**src/rtl/sdc_pkg.sv**
```systemverilog
/*
  shared constants and carrier types of the synthesizer divider and configuration logic.
  assumes a single 40 MHz ref_clk domain; every configuration pin arrives asynchronous to it, the wishbone pins are on ref_clk.
*/
package sdc_pkg;

  // field widths
  localparam int SDC_M_W = 7;
  localparam int SDC_N_W = 2;
  localparam int SDC_T_W = 3;
  localparam int SDC_SR_W = 12;
  localparam int SDC_DIV_W = 8;
  localparam int SDC_STEP_W = 3;

  // power-down stepping: four halvings reach one sixteenth
  localparam logic [SDC_STEP_W-1:0] SDC_STEP_MAX = 3'h4;

  // serial word layout, most significant field shifted first
  localparam int SDC_SR_T_LSB = 9;
  localparam int SDC_SR_N_LSB = 7;
  localparam int SDC_SR_M_LSB = 0;

  // register byte offsets
  localparam logic [3:0] SDC_OFS_CTRL = 4'h0;
  localparam logic [3:0] SDC_OFS_STATUS = 4'h4;

  // status word field positions
  localparam int SDC_ST_M_LSB = 0;
  localparam int SDC_ST_N_LSB = 7;
  localparam int SDC_ST_T_LSB = 9;
  localparam int SDC_ST_STEP_LSB = 12;
  localparam int SDC_ST_RATIO_LSB = 16;

  // post-divider half-period ratios per code
  localparam logic [SDC_DIV_W-1:0] SDC_RATIO_C0 = 8'h02;
  localparam logic [SDC_DIV_W-1:0] SDC_RATIO_C1 = 8'h04;
  localparam logic [SDC_DIV_W-1:0] SDC_RATIO_C2 = 8'h08;
  localparam logic [SDC_DIV_W-1:0] SDC_RATIO_C3 = 8'h01;

  // diagnostic selections
  typedef enum logic [2:0] {
    SDC_TST_QUIET = 3'b000,
    SDC_TST_REF = 3'b001,
    SDC_TST_OUT = 3'b010,
    SDC_TST_SHIFT = 3'b011,
    SDC_TST_SLOW = 3'b100,
    SDC_TST_PLOAD = 3'b101,
    SDC_TST_SLOAD = 3'b110,
    SDC_TST_HIGH = 3'b111
  } sdc_test_e;

  // configuration pins as one bundle
  typedef struct packed {
    logic [SDC_M_W-1:0] m;
    logic [SDC_N_W-1:0] n;
    logic pLoad;
    logic sClk;
    logic sData;
    logic sLoad;
    logic slowReq;
    logic refSel;
    logic oe;
    logic xtalClk;
    logic altRef;
  } sdc_pins_s;

  // active divider configuration
  typedef struct packed {
    logic [SDC_T_W-1:0] t;
    logic [SDC_N_W-1:0] n;
    logic [SDC_M_W-1:0] m;
  } sdc_cfg_s;

  // whole state of the block
  typedef struct packed {
    sdc_pins_s sync1;
    sdc_pins_s sync2;
    sdc_pins_s prev;
    logic [SDC_SR_W-1:0] shiftReg;
    sdc_cfg_s cfg;
    logic [SDC_STEP_W-1:0] step;
    logic swSlow;
    logic [SDC_DIV_W-1:0] divCnt;
    logic tog;
    logic oeOn;
    logic fOut;
    logic fOutN;
    logic testOut;
    logic ack;
    logic [31:0] rdat;
  } sdc_state_s;

  // undriven pins read as pulled: m, n, parallel load and ref select high; serial load low
  localparam sdc_pins_s SDC_PINS_RST = '{m: 7'h7f, n: 2'h3, pLoad: 1'b1, sClk: 1'b0, sData: 1'b0,
    sLoad: 1'b0, slowReq: 1'b0, refSel: 1'b1, oe: 1'b0, xtalClk: 1'b0, altRef: 1'b0};
  localparam sdc_cfg_s SDC_CFG_RST = '{t: 3'h0, n: 2'h3, m: 7'h7f};
  localparam sdc_state_s SDC_STATE_RST = '{sync1: SDC_PINS_RST, sync2: SDC_PINS_RST, prev: SDC_PINS_RST,
    shiftReg: 12'h000, cfg: SDC_CFG_RST, step: 3'h0, swSlow: 1'b0, divCnt: 8'h00, tog: 1'b0,
    oeOn: 1'b0, fOut: 1'b0, fOutN: 1'b1, testOut: 1'b0, ack: 1'b0, rdat: 32'h0000_0000};

endpackage

```
**src/rtl/sdc_synth_cfg.sv**
```systemverilog
/*
  divider configuration logic of a pll clock synthesizer: parallel and 3-wire serial loading,
  power-down frequency stepping, post-divider, output enable, diagnostic output, wishbone slave.
  assumes all configuration pins and both reference clocks are asynchronous to ref_clk;
  the divided output is a model at ref_clk rate, one ref_clk cycle per ratio count, ratio counts per half period.
  the bus side is classic wishbone on ref_clk; every request is answered one cycle later.
  pull-ups are modelled as synchroniser reset values; no analogue loop is modelled here.
  pin levels must outlast two ref_clk edges to be seen at all.
  both reference clocks must run well below ref_clk, since they are sampled.
*/
// Our own choices: the Wishbone slave port and the placing of the registers.
`timescale 1ns/10ps

// What this block does
// parallel m and n inputs set dividers
// parallel inputs captured on load rising
// parallel latch transparent while load low
// parallel load overrides serial load
// controller keeps parallel load low at reset
// undriven parallel inputs read as one
// twelve-bit shifter advances on serial clock rise
// serial latch captures on load falling
// serial latch transparent while load high
// three serial bits select diagnostic output
// controller keeps diagnostic output quiet normally
// power-down divides output frequency by sixteen
// power-down steps timed by reference clock
// four discrete steps each way
// post-divider 1,2,4,8 with even duty
// feedback value sets loop multiplier
// reference select picks pll reference source
// code 00/01/10/11 gives 2/4/8/1
// output enable synchronous, stops output low
// select zero external, one crystal
// serial word: test, post, feedback fields
// each step doubles divide on reference edge
module sdc_synth_cfg
  import sdc_pkg::*;
(
  input wire logic ref_clk,
  input wire logic rst,
  input wire logic [SDC_M_W-1:0] parM,
  input wire logic [SDC_N_W-1:0] parN,
  input wire logic parLoad,
  input wire logic serClk,
  input wire logic serData,
  input wire logic serLoad,
  input wire logic slow_by_sixteen_req,
  input wire logic ref_source_select,
  input wire logic outEnable,
  input wire logic xtalClk,
  input wire logic alt_ref_in,
  output logic fOut,
  output logic fOutN,
  output logic testOut,
  output logic [SDC_M_W-1:0] pllMult,
  output logic [SDC_N_W-1:0] postDivCode,
  output logic refIsXtal,
  output logic [SDC_STEP_W-1:0] slowStep,
  input wire logic wb_cyc_i,
  input wire logic wb_stb_i,
  input wire logic wb_we_i,
  input wire logic [3:0] wb_adr_i,
  input wire logic [3:0] wb_sel_i,
  input wire logic [31:0] wb_dat_i,
  output logic [31:0] wb_dat_o,
  output logic wb_ack_o
);

  sdc_state_s st_r;
  sdc_state_s st_nxt;
  sdc_pins_s pinsNow;
  logic [SDC_DIV_W-1:0] baseRatio;
  logic [SDC_DIV_W-1:0] ratio;
  logic refNow;
  logic refPrev;
  logic refRise;
  logic slowWanted;
  logic busReq;
  logic stepUp;
  logic stepDown;
  logic divWrap;
  logic [31:0] ctrlWord;
  logic [31:0] statusWord;

  // pin bundle entering the first synchroniser stage
  // every pin here is asynchronous to ref_clk
  always_comb
  begin
    pinsNow.m = parM;
    pinsNow.n = parN;
    pinsNow.pLoad = parLoad;
    pinsNow.sClk = serClk;
    pinsNow.sData = serData;
    pinsNow.sLoad = serLoad;
    pinsNow.slowReq = slow_by_sixteen_req;
    pinsNow.refSel = ref_source_select;
    pinsNow.oe = outEnable;
    pinsNow.xtalClk = xtalClk;
    pinsNow.altRef = alt_ref_in;
  end

  // reference choice and its edge, read only from the second stage
  // both references are sampled, so they must run well below ref_clk
  assign refNow = st_r.sync2.refSel ? st_r.sync2.xtalClk : st_r.sync2.altRef;
  assign refPrev = st_r.prev.refSel ? st_r.prev.xtalClk : st_r.prev.altRef;
  assign refRise = refNow & ~refPrev;
  assign slowWanted = st_r.sync2.slowReq | st_r.swSlow;
  assign busReq = wb_cyc_i & wb_stb_i & ~st_r.ack;

  // power-down direction, one step per reference rising edge
  // the walk stops at either end, so a held request parks at one sixteenth
  // and a released one parks at the programmed frequency
  assign stepUp = slowWanted && (st_r.step != SDC_STEP_MAX);
  assign stepDown = !slowWanted && (st_r.step != 3'h0);

  // divider wrap point; a half period spans ratio counts
  // ratio never drops below one, so the subtraction cannot wrap
  assign divWrap = (st_r.divCnt >= ratio - 8'h01);

  // post-divider code to half-period ratio, doubled per slow step
  always_comb
  begin
    // ratios count ref_clk cycles per half period
    // step shifts by at most four, so 128 is the largest ratio
    case (st_r.cfg.n)
      2'b00:
      begin
        baseRatio = SDC_RATIO_C0; // divide by two
      end
      2'b01:
      begin
        baseRatio = SDC_RATIO_C1; // divide by four
      end
      2'b10:
      begin
        baseRatio = SDC_RATIO_C2; // divide by eight
      end
      2'b11:
      begin
        baseRatio = SDC_RATIO_C3; // straight through
      end
      default:
      begin
        baseRatio = SDC_RATIO_C3;
      end
    endcase
    ratio = SDC_DIV_W'(baseRatio << st_r.step);
  end

  // readback words, kept apart from the bus decode
  // status mirrors the active settings, not the pins, so software
  // sees exactly what drives the divider
  // unused bits read zero
  always_comb
  begin
    ctrlWord = 32'h0000_0000;
    ctrlWord[0] = st_r.swSlow;
    statusWord = 32'h0000_0000;
    statusWord[SDC_ST_M_LSB +: SDC_M_W] = st_r.cfg.m;
    statusWord[SDC_ST_N_LSB +: SDC_N_W] = st_r.cfg.n;
    statusWord[SDC_ST_T_LSB +: SDC_T_W] = st_r.cfg.t;
    statusWord[SDC_ST_STEP_LSB +: SDC_STEP_W] = st_r.step;
    statusWord[SDC_ST_RATIO_LSB +: SDC_DIV_W] = ratio;
  end

  // next state of the whole block
  always_comb
  begin
    st_nxt = st_r;
    // two-stage synchronisers, then history for edge finding
    // only the second stage feeds logic; the first may be metastable
    // prev holds the second stage one cycle late, for edge compares
    st_nxt.sync1 = pinsNow;
    st_nxt.sync2 = st_r.sync1;
    st_nxt.prev = st_r.sync2;

    // serial shifter, msb field first
    // a 200 ns serial clock gives four samples per phase, so no edge is lost
    // extra bits push the oldest out of the top
    if (st_r.sync2.sClk && !st_r.prev.sClk)
    begin
      st_nxt.shiftReg = {st_r.shiftReg[SDC_SR_W-2:0], st_r.sync2.sData};
    end

    // configuration latches: parallel transparent while low, wins over serial
    // both loads are level sensitive: the last value seen before the
    // closing edge stays, which is what the capture edges amount to
    // the serial side never touches the settings while parallel is open
    // the diagnostic field only ever comes from the serial word
    if (!st_r.sync2.pLoad)
    begin
      st_nxt.cfg.m = st_r.sync2.m;
      st_nxt.cfg.n = st_r.sync2.n;
    end
    else if (st_r.sync2.sLoad)
    begin
      st_nxt.cfg.t = st_r.shiftReg[SDC_SR_T_LSB +: SDC_T_W];
      st_nxt.cfg.n = st_r.shiftReg[SDC_SR_N_LSB +: SDC_N_W];
      st_nxt.cfg.m = st_r.shiftReg[SDC_SR_M_LSB +: SDC_M_W];
    end

    // power-down walks one halving per reference edge
    // changing reference select may add one extra edge; harmless
    // the slow pace keeps the loop from seeing a sudden jump
    if (refRise)
    begin
      if (stepUp)
      begin
        st_nxt.step = st_r.step + 3'h1;
      end
      else if (stepDown)
      begin
        st_nxt.step = st_r.step - 3'h1;
      end
    end

    // post-divider: toggle each ratio counts, even duty
    // counter restarts when a slow step shortens the ratio mid count
    // high and low halves are equal in length while the ratio holds still
    if (divWrap)
    begin
      st_nxt.divCnt = 8'h00;
      st_nxt.tog = ~st_r.tog;
    end
    else
    begin
      st_nxt.divCnt = st_r.divCnt + 8'h01;
    end

    // enable changes only while output sits low, so no runt pulse
    // oeOn is sampled against the next toggle value so an enable change
    // never cuts a high half short
    if (!st_nxt.tog)
    begin
      st_nxt.oeOn = st_r.sync2.oe;
    end
    st_nxt.fOut = st_nxt.tog & st_nxt.oeOn;
    st_nxt.fOutN = ~(st_nxt.tog & st_nxt.oeOn);

    // diagnostic output selection
    // selection 0 keeps the pin still for low jitter
    // toggling selections are for bring-up only
    case (sdc_test_e'(st_r.cfg.t))
      SDC_TST_QUIET:
      begin
        st_nxt.testOut = 1'b0;
      end
      SDC_TST_REF:
      begin
        st_nxt.testOut = refNow;
      end
      SDC_TST_OUT:
      begin
        st_nxt.testOut = st_r.tog;
      end
      SDC_TST_SHIFT:
      begin
        st_nxt.testOut = st_r.shiftReg[SDC_SR_W-1];
      end
      SDC_TST_SLOW:
      begin
        st_nxt.testOut = (st_r.step != 3'h0);
      end
      SDC_TST_PLOAD:
      begin
        st_nxt.testOut = st_r.sync2.pLoad;
      end
      SDC_TST_SLOAD:
      begin
        st_nxt.testOut = st_r.sync2.sLoad;
      end
      SDC_TST_HIGH:
      begin
        st_nxt.testOut = 1'b1;
      end
      default:
      begin
        st_nxt.testOut = 1'b0;
      end
    endcase

    // wishbone classic slave, one wait-free ack per request
    // ack is blocked for one cycle after it is given, so a held strobe
    // is answered every second cycle, never on two cycles in a row
    // writes land at the taking edge, the same edge that raises the ack
    st_nxt.ack = busReq;
    if (busReq)
    begin
      st_nxt.rdat = 32'h0000_0000;
      case (wb_adr_i)
        SDC_OFS_CTRL:
        begin
          if (wb_we_i && wb_sel_i[0])
          begin
            st_nxt.swSlow = wb_dat_i[0];
          end
          st_nxt.rdat = ctrlWord;
        end
        SDC_OFS_STATUS:
        begin
          st_nxt.rdat = statusWord;
        end
        default:
        begin
          st_nxt.rdat = 32'h0000_0000; // unmapped reads zero
        end
      endcase
    end
  end

  // state register
  // synchronous reset only; the pin stages reset to the pulled levels
  // so nothing appears to change when reset lets go
  // one reset edge loads every synchroniser stage completely
  always_ff @(posedge ref_clk)
  begin
    if (rst)
    begin
      st_r <= SDC_STATE_RST;
    end
    else
    begin
      st_r <= st_nxt;
    end
  end

  // outputs straight from state
  // every output is a flip-flop, none passes through logic
  // so the pins never glitch between edges
  assign fOut = st_r.fOut;
  assign fOutN = st_r.fOutN;
  assign testOut = st_r.testOut;
  assign pllMult = st_r.cfg.m;
  assign postDivCode = st_r.cfg.n;
  assign refIsXtal = st_r.sync2.refSel;
  assign slowStep = st_r.step;
  assign wb_dat_o = st_r.rdat;
  assign wb_ack_o = st_r.ack;

endmodule // sdc_synth_cfg

```
**config.mk**
```make
export PLATFORM = sky130hd
export DESIGN_NAME = sdc_synth_cfg
export DESIGN_NICKNAME = d
export VERILOG_FILES = /design/src/rtl/sdc_pkg.sv /design/src/rtl/sdc_synth_cfg.sv
export SDC_FILE = /design/constraint.sdc
export NUM_CORES = 1
export LEC_CHECK = 0
export BUFFER_PORTS_ARGS = -buffer_cell sky130_fd_sc_hd__buf_2
export CAP_MARGIN = 20
export CELL_PAD_IN_SITES_DETAIL_PLACEMENT = 1
export CELL_PAD_IN_SITES_GLOBAL_PLACEMENT = 1
export CORE_MARGIN = 10
export CORE_UTILIZATION = 35
export CTS_CLUSTER_SIZE = 16
export DETAILED_ROUTE_END_ITERATION = 7
export PLACE_DENSITY = 0.82
export SYNTH_ARGS = -nofsm -noshare
export SYNTH_HDL_FRONTEND = slang
export SYNTH_SLANG_ARGS = --single-unit
```
**constraint.sdc**
```tcl
create_clock -name ref_clk -period 2.88 [get_ports ref_clk]
set_input_delay 0.576 -clock ref_clk [delete_from_list [all_inputs] [get_ports ref_clk]]
set_output_delay 0.576 -clock ref_clk [all_outputs]
set_load 0.005 [all_outputs]
```
# Word level (Yosys, flattened, before mapping)
# Cells that the tools add are included.
[totals]
in_bits = 63
word_cells = 94
reg_bits = 114
output_inout_bits = 49
[classes]
n_eq_ne = 13
n_shift = 1
addsub = 4
n_reduce_logical = 15
muxes = 11
bitwise_logic = 9
n_lt_le_gt_ge = 1
[op_table]
columns = ["op", "n"]
rows = [
  ["case mux 24 bit (2 select lines)", 1],
  ["case mux 8 bit (4 select lines)", 1],
  ["2-to-1 mux 9 bit", 2],
  ["== test 3 bit, second input constant", 4],
  ["adder 8 x 1 -> 8 bit, second input constant", 1],
  ["greater-or-equal comparator 8 bit", 1],
  ["case mux 1 bit (8 select lines)", 1],
  ["<< shifter 8 x 3 -> 8 bit", 1],
  ["subtractor 8 x 1 -> 8 bit, second input constant", 1],
  ["== test 3 x 2 -> 1 bit, second input constant", 2],
  ["2-to-1 mux 3 bit", 2],
  ["AND 1 bit", 4],
  ["== test 2 bit, second input constant", 2],
  ["== test 4 x 3 -> 1 bit, second input constant", 1],
  ["logical AND 1 bit", 4],
  ["zero test 4 bit", 1],
  ["2-to-1 mux 1 bit", 4],
  ["inverter 1 bit", 4],
  ["AND reduction 2 bit", 2],
  ["adder 3 x 1 -> 3 bit, second input constant", 1],
  ["== test 3 x 1 -> 1 bit, second input constant", 1],
  ["zero test 3 bit", 1],
  ["!= test 3 bit, second input constant", 1],
  ["AND reduction 3 bit", 1],
  ["9 further kinds", 10],
]

# Longest topological paths before layout
[logic_depth]
ltp_word = 9
mapped_depth = 13
ltp_nobuf = 11

# Least setup slack after synthesis
# Ideal clock, no wire load.
[synth_path]
path_type = "flip-flop to flip-flop"
start = "reg st_r, in the netlist slowStep[0]"
end = "reg st_r[40] (netlist bit)"
path_slack_ns = 0.357
arrival_time_ns = 2.399
synth_period_minus_slack_ns = 2.523
required_ns = 2.756
setup_time_ns = 0.124
n_path_buf = 2
stages_incl_launch_ff = 14
cell_sequence = "dfxtp_1 > buf_4 > nor2_1 > a211oi_2 > nor2_1 > or2_1 > or3_1 > ha_1 > nand2_1 > nor3_1 > a21oi_1 > nand2b_1 > clkbuf_1 > nor2_1"
[synth_between]
elab_chain_len = 4
[synth_rtl]
columns = ["element", "line", "text"]
rows = [
  ["from (decl)", "sdc_synth_cfg.sv:70", "sdc_state_s st_r;"],
  ["from (signal assigned)", "sdc_synth_cfg.sv:324", "st_r <= st_nxt;"],
  ["<< shifter 8 x 3 -> 8 bit", "sdc_synth_cfg.sv:148", "ratio = SDC_DIV_W'(baseRatio << st_r.step);"],
  ["subtractor 8 x 1 -> 8 bit", "sdc_synth_cfg.sv:119", "assign divWrap = (st_r.divCnt >= ratio - 8'h01);"],
  ["greater-or-equal comparator 8 bit", "sdc_synth_cfg.sv:119", ""],
  ["OR reduction 2 bit (no line)", "--", ""],
]
# Every way passes these cells.
# A chain may end at the register's enable or synchronous reset.

# Worst setup path in the final report
[layout_path]
start = "reg st_r, in the netlist postDivCode[0]"
end = "reg st_r[37] (netlist bit)"
[layout_between]
elab_chain_len = 6
elab_cells_between_ends = 9
cone_classes = "add/sub (1); order compare (1); eq/ne (3); shift (1); mux (2); reduce/logical (1)"
[layout_rtl]
columns = ["element", "line", "text"]
rows = [
  ["== test 2 bit, or another cell as far along", "sdc_synth_cfg.sv:126", "case (st_r.cfg.n)"],
  ["case mux 8 bit (4 select lines) (*)", "sdc_synth_cfg.sv:126", ""],
  ["<< shifter 8 x 3 -> 8 bit (*)", "sdc_synth_cfg.sv:148", ""],
  ["subtractor 8 x 1 -> 8 bit (*)", "sdc_synth_cfg.sv:119", ""],
  ["greater-or-equal comparator 8 bit (*)", "sdc_synth_cfg.sv:119", ""],
  ["2-to-1 mux 1 bit (*)", "sdc_synth_cfg.sv:221", "if (divWrap)"],
]
# Mark *: on every way between the ends. The rest lies on a longest branch, timed or not. The select of a mux whose other input is x is not followed.

==> impl_metrics.xml <==
<?xml version="1.0" encoding="UTF-8"?>
<metrics>
  <group name="timing">
    <metric name="max_slew.worst_pin.slew" unit="ns">0.8110</metric>
    <metric name="totalNegativeSetupSlack" unit="ns">0</metric>
    <metric name="timing.final.hold_violations" unit="">0</metric>
    <metric name="whs" unit="ns">0.4066</metric>
    <metric name="clock_skew" unit="ns">0.006360</metric>
    <metric name="period_utilisation_layout" unit="%">95.13</metric>
    <metric name="timing.final.max_slew_violations" unit="">0</metric>
    <metric name="achievable-frequency" unit="GHz">0.3650</metric>
    <metric name="final_setup_violating_endpoints" unit="">0</metric>
    <metric name="timing.slew.headroom" unit="%">45.82</metric>
    <metric name="finalWorstSetupSlack" unit="ns">0.1403</metric>
    <metric name="period_needed" unit="ns">2.740</metric>
  </group>
  <group name="power_and_ir_drop">
    <metric name="design_power_total" unit="W">0.003089</metric>
    <metric name="leakage" unit="nW">1.966</metric>
    <metric name="switching_power" unit="W">0.0007317</metric>
    <metric name="worst_ir_drop_vdd" unit="V">0.0002740</metric>
    <metric name="power.share.clock" unit="%">40.1</metric>
    <metric name="power.density_cell_area" unit="nW/um^2">629.1</metric>
    <metric name="comb_power_share" unit="%">9.4</metric>
    <metric name="power_switching_share" unit="%">23.69</metric>
    <metric name="p_int" unit="W">0.002357</metric>
    <metric name="p_seq_share" unit="%">50.5</metric>
  </group>
  <group name="clocking">
    <metric name="cts_tree" unit="">done</metric>
    <metric name="number_of_levels_in_the_clock_h_tree" unit="">3</metric>
    <metric name="postCtsSetupRepairBufs" unit="">0</metric>
    <metric name="clkSinkCount" unit="">105</metric>
    <metric name="cts_hold_bufs" unit="">0</metric>
    <metric name="clk_transition_reported_paths" unit="ns">0.07</metric>
    <metric name="number_of_buffers_added_by_the_clock_tree_synthesis_step" unit="">9</metric>
    <metric name="max-clock-path-buffers" unit="">2</metric>
    <metric name="cts_root_buf" unit="">clkbuf_16</metric>
    <metric name="clock_latency" unit="ns">0.35</metric>
  </group>
  <group name="synthesis">
    <metric name="synth.distinct_cells" unit="">48</metric>
    <metric name="post_synth_main_area_contributors" unit="">dfxtp_1, buf_4, or2_2</metric>
    <metric name="post-synth-top-area-fraction" unit="%">48.23</metric>
    <metric name="synth_seq_cells" unit="">105</metric>
    <metric name="netlist_area" unit="sq um">4358</metric>
    <metric name="syn_avg_cell_area" unit="sq um">9.136</metric>
    <metric name="synth_top_area_cell" unit="">dfxtp_1</metric>
    <metric name="synth_warnings" unit="">0</metric>
    <metric name="synth_enable_flop_cells" unit="">0</metric>
    <metric name="synth-seq-area-share" unit="%">48.23</metric>
    <metric name="async_flop_share" unit="%">0</metric>
    <metric name="synthesis.instances" unit="">477</metric>
    <metric name="synth_top_flop_cell" unit="">dfxtp_1</metric>
  </group>
  <group name="cells_and_area">
    <metric name="register_area" unit="sq um">2107</metric>
    <metric name="final_layout_size_suffix_gt1_share" unit="%">27.22</metric>
    <metric name="area_taken_by_multi_input_logic_gates" unit="sq um">1851</metric>
    <metric name="final.fill_count" unit="">1451</metric>
    <metric name="nets" unit="">576</metric>
    <metric name="syn_to_final_growth" unit="%">12.66</metric>
    <metric name="stdcell_count" unit="">675</metric>
    <metric name="num_antenna_cells" unit="">0</metric>
  </group>
  <group name="floorplanning">
    <metric name="pin_count" unit="">112</metric>
    <metric name="die_y" unit="microns">131.6</metric>
    <metric name="start_util" unit="%">35.98</metric>
    <metric name="floorplan.die_area" unit="sq um">17310</metric>
    <metric name="die_boundary_width" unit="microns">131.6</metric>
    <metric name="rows" unit="">40</metric>
    <metric name="floorplan.core_area" unit="sq um">12110</metric>
  </group>
  <group name="worst_setup_path">
    <metric name="criticalPathCategory" unit="">reg2reg</metric>
    <metric name="slowest_cell_delay_on_critical_path" unit="ns">0.38</metric>
    <metric name="critPathSlowestCell" unit="">dfxtp_2</metric>
    <metric name="cp_num_buf_inv" unit="">0</metric>
    <metric name="crit_fanout" unit="">11</metric>
    <metric name="start_kind" unit="">flip-flop</metric>
    <metric name="cp_data_required_time" unit="ns">3.09</metric>
    <metric name="cp_data_arrival_time" unit="ns">2.95</metric>
    <metric name="crit_path_cell_trace" unit="">and2_1 &gt; a211oi_2 &gt; nor2_1 &gt; or2_1 &gt; or3_1 &gt; ha_1 &gt; nand2_1 &gt; nor3_2 &gt; a21oi_4 &gt; xnor2_2 &gt; nor2b_1</metric>
    <metric name="cp_top_family" unit="">simple AND/OR/NAND/NOR gates</metric>
    <metric name="critPathCaptureType" unit="">flip-flop</metric>
  </group>
  <group name="grt">
    <metric name="first_global_vias" unit="">3474</metric>
    <metric name="global_route.overflow_total" unit="">0</metric>
    <metric name="grt_antenna_before_repair" unit="">1</metric>
    <metric name="grt.total_usage" unit="%">12.02</metric>
    <metric name="grt_start_max_net_pins" unit="">39</metric>
    <metric name="grt_pass1_wl" unit="microns">17350</metric>
  </group>
  <group name="place">
    <metric name="pre_cts_slack" unit="ns">-0.1550</metric>
    <metric name="post-dp-hpwl" unit="microns">7506</metric>
    <metric name="post-place-cells" unit="">660</metric>
    <metric name="globalplace.congestion" unit="">0.8029</metric>
    <metric name="port_buffers" unit="">68</metric>
  </group>
  <group name="min_path">
    <metric name="hp-class" unit="">in2reg</metric>
  </group>
  <group name="routing">
    <metric name="antenna_violating_nets_post_route" unit="">0</metric>
    <metric name="dr.pass1.iters" unit="">4</metric>
    <metric name="via_per_inst" unit="">4.726</metric>
    <metric name="drc_violations_left" unit="">0</metric>
    <metric name="via_count" unit="">3190</metric>
    <metric name="routed_wirelength" unit="microns">10190</metric>
    <metric name="detailedRoute.firstIterationViolations" unit="">107</metric>
    <metric name="wire_per_inst" unit="microns">15.09</metric>
  </group>
  <group name="run_status">
    <metric name="outcome" unit="">complete, no violations</metric>
  </group>
  <group name="run">
    <metric name="cap_viol_max_count" unit="">0</metric>
  </group>
</metrics>
metrics by stage:
| step | utilization (%) | instance area (sq um) |
|---|---|---|
| after floorplan | - | 4388 |
| after global placement | 37.69 | 4564 |
| after detailed placement | 37.69 | 4564 |
| after global routing | 40.54 | 4910 |
| after CTS | 40.25 | 4875 |
| final | 40.54 | 4910 |
final timing paths:
check | startpoint | end | slack, ns | cells after the start
min reg2reg | st_nxt[100] | st_nxt[82] | 0.41 | 1
min | parM[4] | st_nxt[107] | 0.41 | 2
max | postDivCode[0] | st_r[37] | 0.14 | 11
max reg2reg | postDivCode[0] | st_r[37] | 0.14 | 11
timing repair:
action | in CTS | in global routing
pin swaps | 0 | 0
setup endpoints to repair | 11 | 12
resized for setup | 2 | 9
area by class of cell:
cell class              instances  share of cell area [%]
repair buffers                 78                   8.461
flip-flops and latches        105                   42.92
well taps                     168                   4.281
clock inverters                 4                   1.045
multi-input cells             303                   37.69
clock buffers                  11                   5.148
inverters                       6                  0.4587
layout by cell type, fill, tap and decap left out, types with 3 or more instances in the layout:
| cell type | instances |
|---|---|
| a211oi_1 | 3 |
| a21oi_1 | 27 |
| a22oi_1 | 22 |
| and2_1 | 3 |
| buf_2 | 68 |
| buf_4 | 10 |
| clkbuf_16 | 9 |
| conb_1 | 9 |
| dfxtp_1 | 103 |
| ha_1 | 9 |
| inv_1 | 6 |
| mux2i_1 | 13 |
| nand2_1 | 44 |
| nand2b_1 | 3 |
| nand3_1 | 8 |
| nor2_1 | 53 |
| nor2b_1 | 23 |
| o21ai_0 | 5 |
| o21ai_1 | 3 |
| or2_2 | 32 |
| xnor2_1 | 4 |
| xor2_1 | 7 |
sequential cells by signal, indices dropped and copies added (netlist names), named ones only:
| register | count |
|---|---|
| st_nxt | 35 |
| st_r | 28 |
| fOut | 1 |
| postDivCode | 2 |
| refIsXtal | 1 |
| slowStep | 3 |
| pllMult | 7 |
| ctrlWord | 1 |
| wb_dat_o | 23 |
| testOut | 1 |
| fOutN | 1 |
| wb_ack_o | 1 |
worst reg2reg max path, delay by kind of cell, from the launching register on:
family / cells / cell delay (ns)
AOI/OAI and AO/OA: 2 / 0.40
xor gates and xnor gates: 1 / 0.16
adders and majority gates: 1 / 0.30
DFF: 1 / 0.38
and+or+nand+nor: 7 / 1.37
kinds of logic after synthesis:
group,share of synthesized area [%]
fa+ha+maj,3.043
buf+inv,10.82
flops,48.23
xor+xnor,2.412
mux,4.019
simple gates,21.07
other cells,0.08605
compound gates,10.31
power groups by stage:
stage / clock network (W) / logic (W) / registers, W
3_5_place_dp: 0 / 0.000261 / 0.00159
5_1_grt: 0.00135 / 0.000325 / 0.00157
2_1_floorplan: 0 / 0.000207 / 0.00157
6_report: 0.00124 / 0.000289 / 0.00156
4_1_cts: 0.00128 / 0.000270 / 0.00156
3_3_place_gp: 0 / 0.000245 / 0.00159
synth_stat cells, types with 3 or more instances:
library cell / n
dfxtp_1: 105
nor2_1: 53
or2_2: 32
inv_1: 6
o21ai_0: 6
ha_1: 9
a21oi_1: 28
nor2b_1: 23
a22oi_1: 23
a211oi_1: 3
and2_1: 3
nand2_1: 44
mux2i_1: 13
nand2b_1: 4
buf_4: 45
clkbuf_1: 17
buf_2: 5
buf_1: 3
xor2_1: 7
nand3_1: 8
xnor2_1: 5
nor3_1: 3
metal layers:
| layer | share of wire [%] | vias up | global-route usage [%] |
|---|---|---|---|
| li1 | - | 1584 | - |
| met5 | 0.13 | - | 0 |
| met2 | 48 | 67 | 19.88 |
| met4 | 1.6 | 2 | 5.006 |
| met1 | 45 | 1524 | 13.87 |
| met3 | 5.3 | 13 | 4.078 |
No activity file was read; power rests on OpenSTA's default activity.
